===== src/opctl_pkg.sv =====
// package: register map, field positions and shared types of the io/operation control bank
package opctl_pkg;

    // register indices; the APB byte address is four times the index
    localparam int IOCFG2_INDEX = 1;
    localparam int OPCTL_INDEX = 2;
    localparam logic [7:0] OPCTL_ADDR = 8'(4 * OPCTL_INDEX);
    localparam logic [7:0] IOCFG2_ADDR = 8'(4 * IOCFG2_INDEX);

    // io configuration second fields
    localparam int IOCFG_LOW_SUPPLY_BIT = 7;
    localparam int IOCFG_REG_OFF_BIT = 6;
    localparam int IOCFG_PD_SEL_IDLE_BIT = 4;
    localparam int IOCFG_PD_DESEL_BIT = 3;
    localparam int IOCFG_DRIVE_BIT = 2;
    localparam int IOCFG_SLOW_RAMP_BIT = 0;
    localparam logic [7:0] IOCFG_WRITE_MASK = 8'hDD;

    // operation control fields
    localparam int OPCTL_READY_BIT = 7;
    localparam int OPCTL_RX_EN_BIT = 6;
    localparam int OPCTL_ONE_CHAN_BIT = 5;
    localparam int OPCTL_MANUAL_BIT = 4;
    localparam int OPCTL_TX_EN_BIT = 3;
    localparam int OPCTL_WAKE_BIT = 2;
    localparam logic [7:0] OPCTL_WRITE_MASK = 8'hFC;

    localparam logic [7:0] REG_RESET = 8'h00;

    typedef enum logic [1:0] {
        CHAN_BOTH_AUTO,
        CHAN_BOTH_MANUAL,
        CHAN_SINGLE
    } chan_mode_t;

    typedef struct packed {
        logic lowSupplyRangeSelect;
        logic digitalSupplyRailOff;
        logic dataoutPulldownSelectedIdle;
        logic dataoutPulldownDeselected;
        logic dataoutStrongDrive;
        logic txSlowRamp;
    } io_ctrl_t;

    typedef struct packed {
        logic readyMode;
        logic rxEnable;
        chan_mode_t chanMode;
        logic txEnable;
        logic wakeUpModeOn;
    } op_ctrl_t;

endpackage


===== src/miso_pad_ctrl.sv =====
// module: pull-down control for the serial data-out pad
`timescale 1ns/1ps
`default_nettype none
module miso_pad_ctrl (
    // configuration
    input wire logic pdSelIdleEn,
    input wire logic pdDeselEn,
    // pad state
    input wire logic selectN,
    input wire logic dataoutDriving,
    // pull-down request
    output logic pullDownOn
);
    always_comb begin
        pullDownOn = (pdSelIdleEn && !selectN && !dataoutDriving) // RULE3
            || (pdDeselEn && selectN); // RULE4
    end
endmodule
`default_nettype wire


===== src/opctl_regs.sv =====
// module: io configuration and operation control registers with an APB slave
`timescale 1ns/1ps
`default_nettype none
// How it works
// RULE1: io config bit 7 picks the 3.3 V supply range when set, 5 V when clear.
// RULE2: io config bit 6 set turns the digital supply rail regulator off.
// RULE3: io config bit 4 pulls the data-out pin down while selected and not driven.
// RULE4: io config bit 3 pulls the data-out pin down while deselected.
// RULE5: io config bit 2 raises data-out drive strength for a 1.8 V pad supply.
// RULE6: io config bit 0 selects the slow transmitter turn-on ramp.
// RULE7: all fields reset to zero on power-up reset only, nothing else reloads them.
// RULE8: operation control bit 7 enables oscillator and regulator (ready mode).
// RULE9: operation control bit 6 enables the receiver.
// RULE10: bit 5 clear enables both receive channels, set enables one picked by channel pick.
// RULE11: with both channels on, bit 4 chooses automatic (0) or manual pick (1).
// RULE12: bit 3 enables transmit, is set by field-on and cleared at end of active transmit.
// RULE13: bit 2 enables wake-up mode, timed by the wake-up timer settings.
// RULE14: unused bits ignore writes and read as zero.
module opctl_regs (
    // clock and reset
    input wire logic core_clk,
    input wire logic sys_rst,
    // apb slave
    input wire logic psel,
    input wire logic penable,
    input wire logic pwrite,
    input wire logic [7:0] paddr,
    input wire logic [31:0] pwdata,
    output logic [31:0] prdata,
    output logic pready,
    output logic pslverr,
    // hardware events on the transmit enable
    input wire logic fieldOnCmd,
    input wire logic activeTxDone,
    // receiver channel pick from elsewhere
    input wire logic receiveChannelPick,
    // serial pad state
    input wire logic selectN,
    input wire logic dataoutDriving,
    // controls
    output opctl_pkg::io_ctrl_t ioCtrl,
    output opctl_pkg::op_ctrl_t opCtrl,
    output logic amChannelOn,
    output logic pmChannelOn,
    output logic autoChannelSelect,
    output logic dataoutPullDown
);
    logic [7:0] ioCfg_reg;
    logic [7:0] opCtl_reg;
    logic txEn_reg;
    logic [7:0] opView;
    logic wrAccess;
    logic hitIo;
    logic hitOp;

    assign hitIo = (paddr == opctl_pkg::IOCFG2_ADDR);
    assign hitOp = (paddr == opctl_pkg::OPCTL_ADDR);
    assign wrAccess = psel && penable && pwrite;
    assign pready = 1'b1;
    assign pslverr = psel && penable && !(hitIo || hitOp);
    assign opView = opCtl_reg | (8'(txEn_reg) << opctl_pkg::OPCTL_TX_EN_BIT);

    ////////////////////////////////////////////////////////////////////////
    always_ff @(posedge core_clk) begin
        if (sys_rst) begin
            ioCfg_reg <= opctl_pkg::REG_RESET; // RULE7
        end else if (wrAccess && hitIo) begin
            ioCfg_reg <= pwdata[7:0] & opctl_pkg::IOCFG_WRITE_MASK; // RULE14
        end
    end

    // software bits of operation control; transmit enable lives in its own flop
    always_ff @(posedge core_clk) begin
        if (sys_rst) begin
            opCtl_reg <= opctl_pkg::REG_RESET; // RULE7
        end else if (wrAccess && hitOp) begin
            opCtl_reg <= pwdata[7:0] & opctl_pkg::OPCTL_WRITE_MASK & 8'hF7; // RULE14
        end
    end

    // hardware set beats the completion clear and any software write
    always_ff @(posedge core_clk) begin
        if (sys_rst) begin
            txEn_reg <= 1'b0; // RULE7
        end else if (fieldOnCmd) begin
            txEn_reg <= 1'b1; // RULE12
        end else if (wrAccess && hitOp) begin
            txEn_reg <= pwdata[opctl_pkg::OPCTL_TX_EN_BIT]; // RULE12
        end else if (activeTxDone) begin
            txEn_reg <= 1'b0; // RULE12
        end
    end

    ////////////////////////////////////////////////////////////////////////
    // read data captured in the setup cycle, stands through the access cycle
    always_ff @(posedge core_clk) begin
        if (sys_rst) begin
            prdata <= 32'h0000_0000;
        end else if (psel && !penable) begin
            if (hitIo) begin
                prdata <= {24'h00_0000, ioCfg_reg};
            end else if (hitOp) begin
                prdata <= {24'h00_0000, opView};
            end else begin
                prdata <= 32'h0000_0000;
            end
        end
    end

    ////////////////////////////////////////////////////////////////////////
    always_comb begin
        ioCtrl.lowSupplyRangeSelect = ioCfg_reg[opctl_pkg::IOCFG_LOW_SUPPLY_BIT]; // RULE1
        ioCtrl.digitalSupplyRailOff = ioCfg_reg[opctl_pkg::IOCFG_REG_OFF_BIT]; // RULE2
        ioCtrl.dataoutPulldownSelectedIdle = ioCfg_reg[opctl_pkg::IOCFG_PD_SEL_IDLE_BIT];
        ioCtrl.dataoutPulldownDeselected = ioCfg_reg[opctl_pkg::IOCFG_PD_DESEL_BIT];
        ioCtrl.dataoutStrongDrive = ioCfg_reg[opctl_pkg::IOCFG_DRIVE_BIT]; // RULE5
        ioCtrl.txSlowRamp = ioCfg_reg[opctl_pkg::IOCFG_SLOW_RAMP_BIT]; // RULE6
    end

    always_comb begin
        opCtrl.readyMode = opView[opctl_pkg::OPCTL_READY_BIT]; // RULE8
        opCtrl.rxEnable = opView[opctl_pkg::OPCTL_RX_EN_BIT]; // RULE9
        opCtrl.txEnable = opView[opctl_pkg::OPCTL_TX_EN_BIT]; // RULE12
        opCtrl.wakeUpModeOn = opView[opctl_pkg::OPCTL_WAKE_BIT]; // RULE13
        if (opView[opctl_pkg::OPCTL_ONE_CHAN_BIT]) begin
            opCtrl.chanMode = opctl_pkg::CHAN_SINGLE; // RULE10
        end else if (opView[opctl_pkg::OPCTL_MANUAL_BIT]) begin
            opCtrl.chanMode = opctl_pkg::CHAN_BOTH_MANUAL; // RULE11
        end else begin
            opCtrl.chanMode = opctl_pkg::CHAN_BOTH_AUTO; // RULE11
        end
    end

    // channel pick: 0 selects AM, 1 selects PM
    always_comb begin
        case (opCtrl.chanMode)
            opctl_pkg::CHAN_SINGLE: begin
                amChannelOn = opCtrl.rxEnable && !receiveChannelPick; // RULE10
                pmChannelOn = opCtrl.rxEnable && receiveChannelPick;
                autoChannelSelect = 1'b0;
            end
            opctl_pkg::CHAN_BOTH_MANUAL: begin
                amChannelOn = opCtrl.rxEnable;
                pmChannelOn = opCtrl.rxEnable;
                autoChannelSelect = 1'b0; // RULE11
            end
            default: begin
                amChannelOn = opCtrl.rxEnable;
                pmChannelOn = opCtrl.rxEnable;
                autoChannelSelect = opCtrl.rxEnable; // RULE11
            end
        endcase
    end

    miso_pad_ctrl padCtrl (
        .pdSelIdleEn(ioCtrl.dataoutPulldownSelectedIdle),
        .pdDeselEn(ioCtrl.dataoutPulldownDeselected),
        .selectN(selectN),
        .dataoutDriving(dataoutDriving),
        .pullDownOn(dataoutPullDown)
    );
endmodule
`default_nettype wire


===== config.mk =====
export PLATFORM = sky130hd
export DESIGN_NAME = opctl_regs
export DESIGN_NICKNAME = d
export VERILOG_FILES = /design/src/opctl_pkg.sv /design/src/miso_pad_ctrl.sv /design/src/opctl_regs.sv
export SDC_FILE = /design/constraint.sdc
export NUM_CORES = 1
export LEC_CHECK = 0
export ABC_CLOCK_PERIOD_IN_PS = 1500
export BUFFER_PORTS_ARGS = -buffer_cell sky130_fd_sc_hd__buf_2
export CAP_MARGIN = 20
export CORE_ASPECT_RATIO = 0.5
export CORE_MARGIN = 8
export CORE_UTILIZATION = 40
export DETAILED_ROUTE_END_ITERATION = 8
export PLACE_DENSITY = 0.82
export SLEW_MARGIN = 40
export SYNTH_ARGS = -nofsm -noshare
export SYNTH_HDL_FRONTEND = slang
export SYNTH_SLANG_ARGS = --single-unit

===== constraint.sdc =====
create_clock -name core_clk -period 1.5 [get_ports core_clk]
set_clock_uncertainty 0.2 [all_clocks]
set_input_delay 0.225 -clock core_clk [delete_from_list [all_inputs] [get_ports core_clk]]
set_output_delay 0.225 -clock core_clk [all_outputs]
set_load 0.005 [all_outputs]

==> results by group, run 1 <==
Outcome
  – Status: finished clean

Clock network
  – CTS Buffer Depth: 2
  – Num CTS Buffers: 3
  – Post-cts hold buffer count: 0
  – CTS tree: yes
  – Clk_lat worst skew: 250 ps
  – CTS Root Cell: clkbuf_8
  – Clock-pin slew on the worst setup and hold paths: 70 ps
  – Htree depth: 1
  – Clock sink total: 19

Drt
  – Routed WL: 3250 µm
  – DRC Markers: 0
  – Drt pass-1 iters: 4
  – Via-to-Cell Ratio: 4.76
  – DRT iter0 DRCs: 27
  – Drt wl/cell: 13.8 µm
  – Via count: 1123
  – Antenna viol nets, final: 0

Yosys
  – Top cell type's share of synthesized area: 0.279
  – Top cells by area, synth: dfxtp_1 (28%), buf_4 (19%), mux2i_1 (8.1%), and3b_1 (7.1%), or2b_2 (5.1%)
  – Register area share after synthesis: 0.279
  – YS warnings: 0
  – Synth Flop Type: dfxtp_1
  – Mapped cell area: 1360 µm²
  – EDFF count, synth: 0
  – Asr flop ratio synth: 0
  – Gate Count Post-Synth: 147
  – Count of different cell masters after synthesis: 32
  – Biggest area consumer among synthesized cells: dfxtp_1
  – Flops & latches, synth: 19
  – Syn_area_per_cell: 9.27 µm²

Setup path
  – Startpoint types: input port
  – Worst-path fanout max: 5
  – Worst R2R Path Depth: 3
  – WS Path Type: in2out
  – Origin of the critical flop-to-flop path: ioCfg_reg[4]
  – CP required: 1070 ps
  – R2r setup slk: 340 ps
  – WP data arrival: 1040 ps
  – Worst flop-to-flop path endpoint: prdata[4]
  – CP Capture Type: output pin

Place
  – Dpl ws: -39.7 ps
  – IO buf count: 48
  – Dpl hpwl: 2550 µm
  – GP Congestion: 0.841

Hold path
  – Min-Delay Startpoint: pwdata[5]
  – Cells on Worst Hold Path: 3
  – Hold Path Class: in2reg
  – Worst Hold Path EP: opCtl_reg[5]

Final layout
  – Max reg flops: 7
  – Share of cells above drive strength 1: 0.381
  – Core Util, Final: 0.475
  – Antenna diodes: 0
  – Layout area overhead: 16.4%
  – Final #Nets: 245

Power
  – Clock Power Share: 0.349
  – Sw Share: 0.240
  – Pwr dens: 628 nW/µm²
  – Switching Power: 0.240 mW
  – Flop pwr share: 0.509
  – Comb power frac: 0.142
  – Int Pwr: 0.757 mW
  – Leak: 0.835 nW
  – Peak VDD IR: 0.000255 V

Global routing
  – First-pass GRT wire length: 5000 µm
  – Initial antenna violation count: 0
  – Largest net degree at the start of global routing: 27
  – Vias in the first global route: 1147
  – All-Layer GR Usage: 0.107
  – Total gr overflow: 0

Floorplanning
  – Die X: 98.5 µm
  – Core area: 3340 µm²
  – Num ports: 100
  – Die Area: 5640 µm²
  – Initial core utilization: 0.408
  – Row count: 15
  – Chip Height: 57.3 µm

Timing
  – Fin crit share: 0.977
  – Fin. Hold Viols: 0
  – Final setup violation count: 0
  – Fmax: 682 MHz
  – Final worst slack: 34.6 ps
  – Minimum clock period after layout: 1470 ps
  – Final setup TNS: 0 ps
  – Fin. max-slew vios: 0

Run
  – MaxCap Viol Count: 0
## cell usage in the layout (no fill, tap or decap)
cell type  count
and4b_1        2
inv_1          2
dfxtp_1       18
or2b_2         8
nor2b_1        1
or2b_1         3
a41oi_1        1
nor2_4         1
a21boi_0       2
nand2b_1       9
buf_2         48
dfxtp_2        1
nor4_4         1
nand4_1        2
a21o_1         1
nand2_1        9
o21ai_0        1
o21a_1         1
nor3b_1        1
o211ai_1       5
and4_1         1
a31oi_1        1
clkbuf_8       3
and3b_1       11
buf_6          1
nand4_4        1
clkbuf_1       1
mux2i_1       11
nor4b_4        1
buf_4          9
nor4bb_1       3
xor2_1         1
conb_1        26
a21oi_1        7
## how the worst max path moves through the flow
stage,startpoint,end,depth (start not counted)
4_1_cts,paddr[5],pslverr,5
3_3_place_gp,paddr[5],ioCfg_reg[7],5
3_5_place_dp,paddr[5],opCtl_reg[6],5
5_1_grt,paddr[5],pslverr,5
2_1_floorplan,paddr[5],ioCfg_reg[0],4
6_report,paddr[5],pslverr,5
## through the flow
step	area [µm²]	hold WS (ps)	std cells	power [mW]
after floorplan	1450	180	171	0.640
after CTS	1560	39.6	233	0.991
after global routing	1590	55.0	236	1.04
after detailed placement	1510	241	229	0.652
final	1590	37.4	236	0.997
after global placement	1510	239	229	0.649
## metal layers
| layer | GRT usage | vias to the layer above | wire length, µm |
|---|---|---|---|
| met1 | 0.108 | 530 | 1300 |
| met3 | 0.0376 | 4 | 226 |
| met5 | 0 | - | 0 |
| met2 | 0.207 | 46 | 1680 |
| met4 | 0.0259 | 0 | 46 |
| li1 | - | 543 | - |
## layout make-up
type	count	area, µm²
Tap cell	42	52.6
Fill cell	308	1750
Multi-Input combinational cell	111	781
Clock buffer	4	45.0
Timing Repair Buffer	58	319
Inverter	2	7.51
Sequential cell	19	382
## repair_timing
item | CTS | global route
setup endpoints to repair | 0 | 3
gates resized for setup | 0 | 2
setup buffers | 0 | 3
## power by group through the flow
stage,Clock [mW],Combinational (mW),Sequential [mW]
2_1_floorplan,0,0.122,0.519
3_3_place_gp,0,0.130,0.519
3_5_place_dp,0,0.133,0.519
4_1_cts,0.350,0.133,0.508
5_1_grt,0.372,0.158,0.508
6_report,0.348,0.141,0.508
## cells in the mapped netlist, types with 2 or more instances
cell and n:
buf_4 34, dfxtp_1 19, and3b_1 11, mux2i_1 11
nand2_1 9, nand2b_1 9, or2b_2 8, a21oi_1 7
o211ai_1 5, nor4bb_1 3, or2b_1 3, a21boi_0 2
and4b_1 2, clkbuf_1 2, clkbuf_2 2, conb_1 2
inv_1 2, nand4_1 2
## logic make-up (layout without fill, tap and decap cells)
| family | count (synthesis) | after routing | synth area share |
|---|---|---|---|
| simple gates | 54 | 54 | 0.324 |
| xor+xnor | 1 | 1 | 0.00643 |
| buf+inv | 41 | 64 | 0.214 |
| compound gates | 19 | 19 | 0.0900 |
| mux | 11 | 11 | 0.0808 |
| other cells | 2 | 26 | 0.00551 |
| flops | 19 | 19 | 0.279 |
## worst max-delay path: stages
cell,delay (ps)
buf_2,110
nor4_4,310
buf_6,160
a31oi_1,100
buf_2,140
Power figures use the tool's default switching activity.
==> run 2: changes to the inputs <==
Settings changed: CORE_UTILIZATION 40 to 42, CTS_BUF_LIST set to sky130_fd_sc_hd__clkbuf_8, PLACE_DENSITY 0.82 to 0.86.
==> results by group, run 2 (synthesis results as in run 1) <==
Setup path
  – CP max stage delay: 300 ps (about the same)
  – Worst-path fanout max: 10 (+5)
  – CP required: 1070 ps (about the same)
  – Slowest cell on the critical path: nor4_4
  – Cell mode on critical path: buf_2
  – WP data arrival: 1050 ps (about the same)
  – CP Capture Type: output pin
  – Crit-path cells: buf_2 > nor4_4 > buf_6 > a31oi_1 > buf_2
  – CP top delay family: buffers and inverters
  – Crit path buf inv count: 3 (unchanged)
  – Startpoint types: input port
  – WS Path Type: in2out

Power
  – Final Power: 0.990 mW (-0.68%)
  – Flop pwr share: 0.513 (+0.004)
  – Clock Power Share: 0.349 (about the same)
  – Pwr dens: 638 nW/µm² (+1.5%)
  – Comb power frac: 0.139 (-0.003)
  – Sw Share: 0.245 (+0.00457)
  – Leak: 0.817 nW (-2.1%)
  – Int Pwr: 0.748 mW (-1.3%)
  – Switching Power: 0.242 mW (+1.2%)
  – Peak VDD IR: 0.000337 V (+32%)

Place
  – IO buf count: 48 (unchanged)
  – Dpl ws: -40.9 ps (-1.18 ps)
  – GP Congestion: 0.819 (-2.6%)
  – Dpl hpwl: 2650 µm (+4.2%)

Final layout
  – Antenna diodes: 0 (unchanged)
  – Leading cell type in the layout, fill and taps excluded: buf_2
  – Commonest non-fill, non-tap cells in the layout: buf_2 (48), conb_1 (26), dfxtp_1 (17)
  – Layout area overhead: 14.0%
  – Final #Nets: 240 (-2.0%)
  – Fillers: 287 (-6.8%)
  – Max reg flops: 7 (unchanged)
  – Share of cells above drive strength 1: 0.376 (-0.00578)

Timing
  – Minimum clock period after layout: 1480 ps (+10.5 ps)
  – Fin crit share: 0.984 (+0.00700)
  – RSZ-0062 raised after global routing: true
  – Fin. max-slew vios: 0 (unchanged)
  – Fmax: 678 MHz (-0.71%)
  – Final worst slack: 24.1 ps (-10.5 ps)
  – Fin. Hold Viols: 0 (unchanged)
  – Final setup violation count: 0 (unchanged)
  – WHS: 12.5 ps (-24.8 ps)

Drt
  – Antenna viol nets, final: 0 (unchanged)
  – Via-to-Cell Ratio: 4.69 (-1.5%)
  – DRT iter0 DRCs: 90 (+230%)
  – Drt pass-1 iters: 4 (unchanged)
  – DRC Markers: 0 (unchanged)
  – Routed WL: 3210 µm (-1.1%)
  – Via count: 1073 (-4.5%)
  – Drt wl/cell: 14.0 µm (+1.9%)

Floorplanning
  – Initial core utilization: 0.447 (+0.0392)
  – Row count: 14 (-1)
  – Num ports: 100 (unchanged)
  – Core area: 3050 µm² (-8.8%)
  – Die Area: 5430 µm² (-3.7%)
  – Die X: 96.6 µm (-2.0%)
  – Chip Height: 56.3 µm (-1.7%)

Clock network
  – CTS Buffer Depth: 2 (unchanged)
  – Clock-pin slew on the worst setup and hold paths: 70 ps (about the same)
  – Num CTS Buffers: 3 (unchanged)
  – CTS Root Cell: clkbuf_8
  – Htree depth: 1 (unchanged)
  – CTS tree: yes
  – Clock sink total: 19 (unchanged)
  – Clk_lat worst skew: 260 ps (about the same)

Global routing
  – Vias in the first global route: 1078 (-6.0%)
  – Initial antenna violation count: 0 (unchanged)
  – Total gr overflow: 0 (unchanged)
  – All-Layer GR Usage: 0.114 (+0.00726)
  – Largest net degree at the start of global routing: 27 (unchanged)
  – First-pass GRT wire length: 5000 µm (-0.14%)

Run
  – MaxCap Viol Count: 0 (unchanged)

Hold path
  – Hold Path Class: in2reg

Outcome
  – Status: finished clean
run 2: worst min-delay path, cell delays in order:
cell and delay, ps:
buf_2 100, nand2b_1 50, mux2i_1 60
run 2: metrics by stage:
step	cell area (µm²)	setup TNS [ps]	util	cells
floorplan	1450	0	-	171
global placement	1500	-29.8	0.491	225
detailed placement	1500	-230	0.491	225
CTS	1540	0	0.506	229
global route	1550	-19.4	0.509	229
finish	1550	0	0.509	229
run 2: cell type report:
class / instances / area (µm²) / area share
clock buffers: 3 / 41.3 / 0.0266
clock inverters: 1 / 3.75 / 0.00242
inverters: 2 / 7.51 / 0.00483
multi-input cells: 111 / 786 / 0.506
flip-flops and latches: 19 / 383 / 0.247
well taps: 40 / 50.0 / 0.0322
repair buffers: 53 / 282 / 0.181
run 2: worst paths after layout:
| kind | from | end | slack [ps] | cells past startpoint |
|---|---|---|---|---|
| max | paddr[5] | pslverr | 20 | 5 |
| min | pwdata[5] | opCtl_reg[5] | 10 | 3 |
| max reg2reg | opCtl_reg[4] | prdata[4] | 360 | 3 |
| min reg2reg | prdata[4] | prdata[4] | 250 | 2 |
run 2: per-layer routing:
metal / global-route usage / share of wire / vias to the layer above
li1: - / - / 530
met3: 0.0331 / 0.086 / 4
met2: 0.198 / 0.49 / 49
met4: 0.0449 / 0.014 / 0
met1: 0.127 / 0.41 / 490
met5: 0 / 0 / -
run 2: repair_timing:
action | in CTS | in global routing
buffers inserted | 0 | 0
setup endpoints to repair | 1 | 2
hold buffers | 0 | 0
pin swaps | 0 | 0
resized for setup | 1 | 3
run 2: power groups by stage:
stage | Combinational (mW) | Sequential (mW) | Clock (mW)
global route | 0.151 | 0.508 | 0.381
detailed placement | 0.133 | 0.519 | 0
global placement | 0.128 | 0.519 | 0
finish | 0.137 | 0.508 | 0.345
floorplan | 0.122 | 0.519 | 0
CTS | 0.133 | 0.508 | 0.355
==> run 3: changes to the inputs <==
Settings changed: HOLD_SLACK_MARGIN set to 0.05.
==> results by group, run 3 (synthesis results as in run 1) <==
Outcome
  – Status: finished clean

Floorplanning
  – Initial core utilization: 0.447 (unchanged)
  – Die Area: 5430 µm² (unchanged)
  – Chip Height: 56.3 µm (unchanged)
  – Die X: 96.6 µm (unchanged)
  – Num ports: 100 (unchanged)
  – Row count: 14 (unchanged)
  – Core area: 3050 µm² (unchanged)

Drt
  – DRC Markers: 0 (unchanged)
  – DRT iter0 DRCs: 64 (-29%)
  – Via count: 1084 (+1.0%)
  – Via-to-Cell Ratio: 4.71 (+0.59%)
  – Routed WL: 3220 µm (about the same)
  – Antenna viol nets, final: 0 (unchanged)
  – Drt pass-1 iters: 4 (unchanged)
  – Drt wl/cell: 14.0 µm (-0.40%)

Setup path
  – Startpoint types: input port
  – CP required: 1070 ps (about the same)
  – WS Path Type: in2out
  – WP data arrival: 1050 ps (about the same)
  – CP Capture Type: output pin
  – Worst-path fanout max: 10 (unchanged)

Timing
  – WHS: 70.9 ps (+58.4 ps)
  – Final setup violation count: 0 (unchanged)
  – Fin. max-slew vios: 0 (unchanged)
  – Fmax: 678 MHz (about the same)
  – Final setup TNS: 0 ps (unchanged)
  – Fin crit share: 0.984 (about the same)
  – Minimum clock period after layout: 1480 ps (-0.406 ps)
  – RSZ-0062 raised after global routing: true
  – Fin. Hold Viols: 0 (unchanged)

Clock network
  – Num CTS Buffers: 3 (unchanged)
  – CTS tree: yes
  – Htree depth: 1 (unchanged)
  – Clk_lat worst skew: 260 ps (about the same)
  – Post-CTS Setup Bufs: 0 (unchanged)
  – CTS Buffer Depth: 2 (unchanged)
  – CTS Root Cell: clkbuf_8
  – Clock-pin slew on the worst setup and hold paths: 70 ps (about the same)
  – Clock sink total: 19 (unchanged)

Global routing
  – Largest net degree at the start of global routing: 27 (unchanged)
  – Initial antenna violation count: 0 (unchanged)
  – Vias in the first global route: 1078 (unchanged)
  – First-pass GRT wire length: 5000 µm (unchanged)
  – All-Layer GR Usage: 0.114 (unchanged)
  – Total gr overflow: 0 (unchanged)

Hold path
  – Hold Path Class: in2reg

Place
  – GP Congestion: 0.819 (unchanged)
  – IO buf count: 48 (unchanged)
  – Dpl hpwl: 2650 µm (unchanged)

Power
  – Switching Power: 0.243 mW (about the same)
  – Sw Share: 0.245 (-0.000252)
  – Flop pwr share: 0.512 (about the same)
  – Comb power frac: 0.140 (about the same)
  – Peak VDD IR: 0.000337 V (about the same)
  – Pwr dens: 635 nW/µm² (-0.45%)
  – Int Pwr: 0.749 mW (+0.23%)
  – Leak: 0.822 nW (+0.51%)
  – Clock Power Share: 0.348 (about the same)

Final layout
  – Max reg flops: 7 (unchanged)
  – Commonest non-fill, non-tap cells in the layout: buf_2 (48), conb_1 (26), dfxtp_1 (17)
  – Antenna diodes: 0 (unchanged)
  – Fillers: 289 (+0.70%)
  – Final #Nets: 241 (+0.42%)
  – Layout area overhead: 14.7%
  – Share of cells above drive strength 1: 0.374 (-0.00198)
  – Leading cell type in the layout, fill and taps excluded: buf_2
  – Core Util, Final: 0.513 (+0.00328)

Run
  – MaxCap Viol Count: 0 (unchanged)
run 3: cell types whose count changed in the layout (fill, tap and decap cells not counted), sizes merged:
cell	delta
dlygate4sd3	+1
run 3: per-layer routing:
metal | wire [µm] | global-route usage | up-vias | part of all wire
met4 | 46 | 0.0449 | 0 | 0.014
li1 | - | - | 533 | -
met1 | 1320 | 0.127 | 498 | 0.41
met2 | 1570 | 0.198 | 49 | 0.49
met5 | 0 | 0 | - | 0
met3 | 280 | 0.0331 | 4 | 0.087
run 3: power groups by stage:
stage	logic [mW]	clock network [mW]	registers (mW)
2_1_floorplan	0.122	0	0.519
3_3_place_gp	0.128	0	0.519
3_5_place_dp	0.133	0	0.519
4_1_cts	0.135	0.355	0.508
5_1_grt	0.153	0.381	0.508
6_report	0.139	0.345	0.508
run 3: worst max-delay path: stages:
cell	delay, ps
buf_2	110
nor4_4	300
buf_6	190
a31oi_1	90
buf_2	130
run 3: layout make-up:
class | instances | area (µm²) | share of cell area
Sequential cell | 19 | 383 | 0.245
Multi-Input combinational cell | 111 | 786 | 0.503
Timing Repair Buffer | 54 | 292 | 0.187
Tap cell | 40 | 50.0 | 0.0320
Clock inverter | 1 | 3.75 | 0.00240
Clock buffer | 3 | 41.3 | 0.0264
Inverter | 2 | 7.51 | 0.00480
run 3: per-stage QoR:
| step | std cells | area (µm²) | power [mW] | setup slack [ps] |
|---|---|---|---|---|
| floorplan | 171 | 1450 | 0.640 | 215 |
| global placement | 225 | 1500 | 0.648 | -6.81 |
| detailed placement | 225 | 1500 | 0.652 | -40.9 |
| CTS | 230 | 1550 | 0.998 | 4.68 |
| global route | 230 | 1560 | 1.04 | -19.4 |
| finish | 230 | 1560 | 0.992 | 24.5 |
run 3: worst paths after layout:
kind	startpoint	endpoint	slack, ps	cells past startpoint
max	paddr[5]	pslverr	20	5
min	fieldOnCmd	txEn_reg	70	3
max reg2reg	opCtl_reg[4]	prdata[4]	360	3
min reg2reg	prdata[4]	prdata[4]	250	2
run 3: repair_timing:
action | CTS | global route
hold buffers | 1 | 0
resized for setup | 1 | 3
gates cloned | 0 | 0
setup endpoints to repair | 1 | 2
endpoints found under the hold margin | 1 | 0
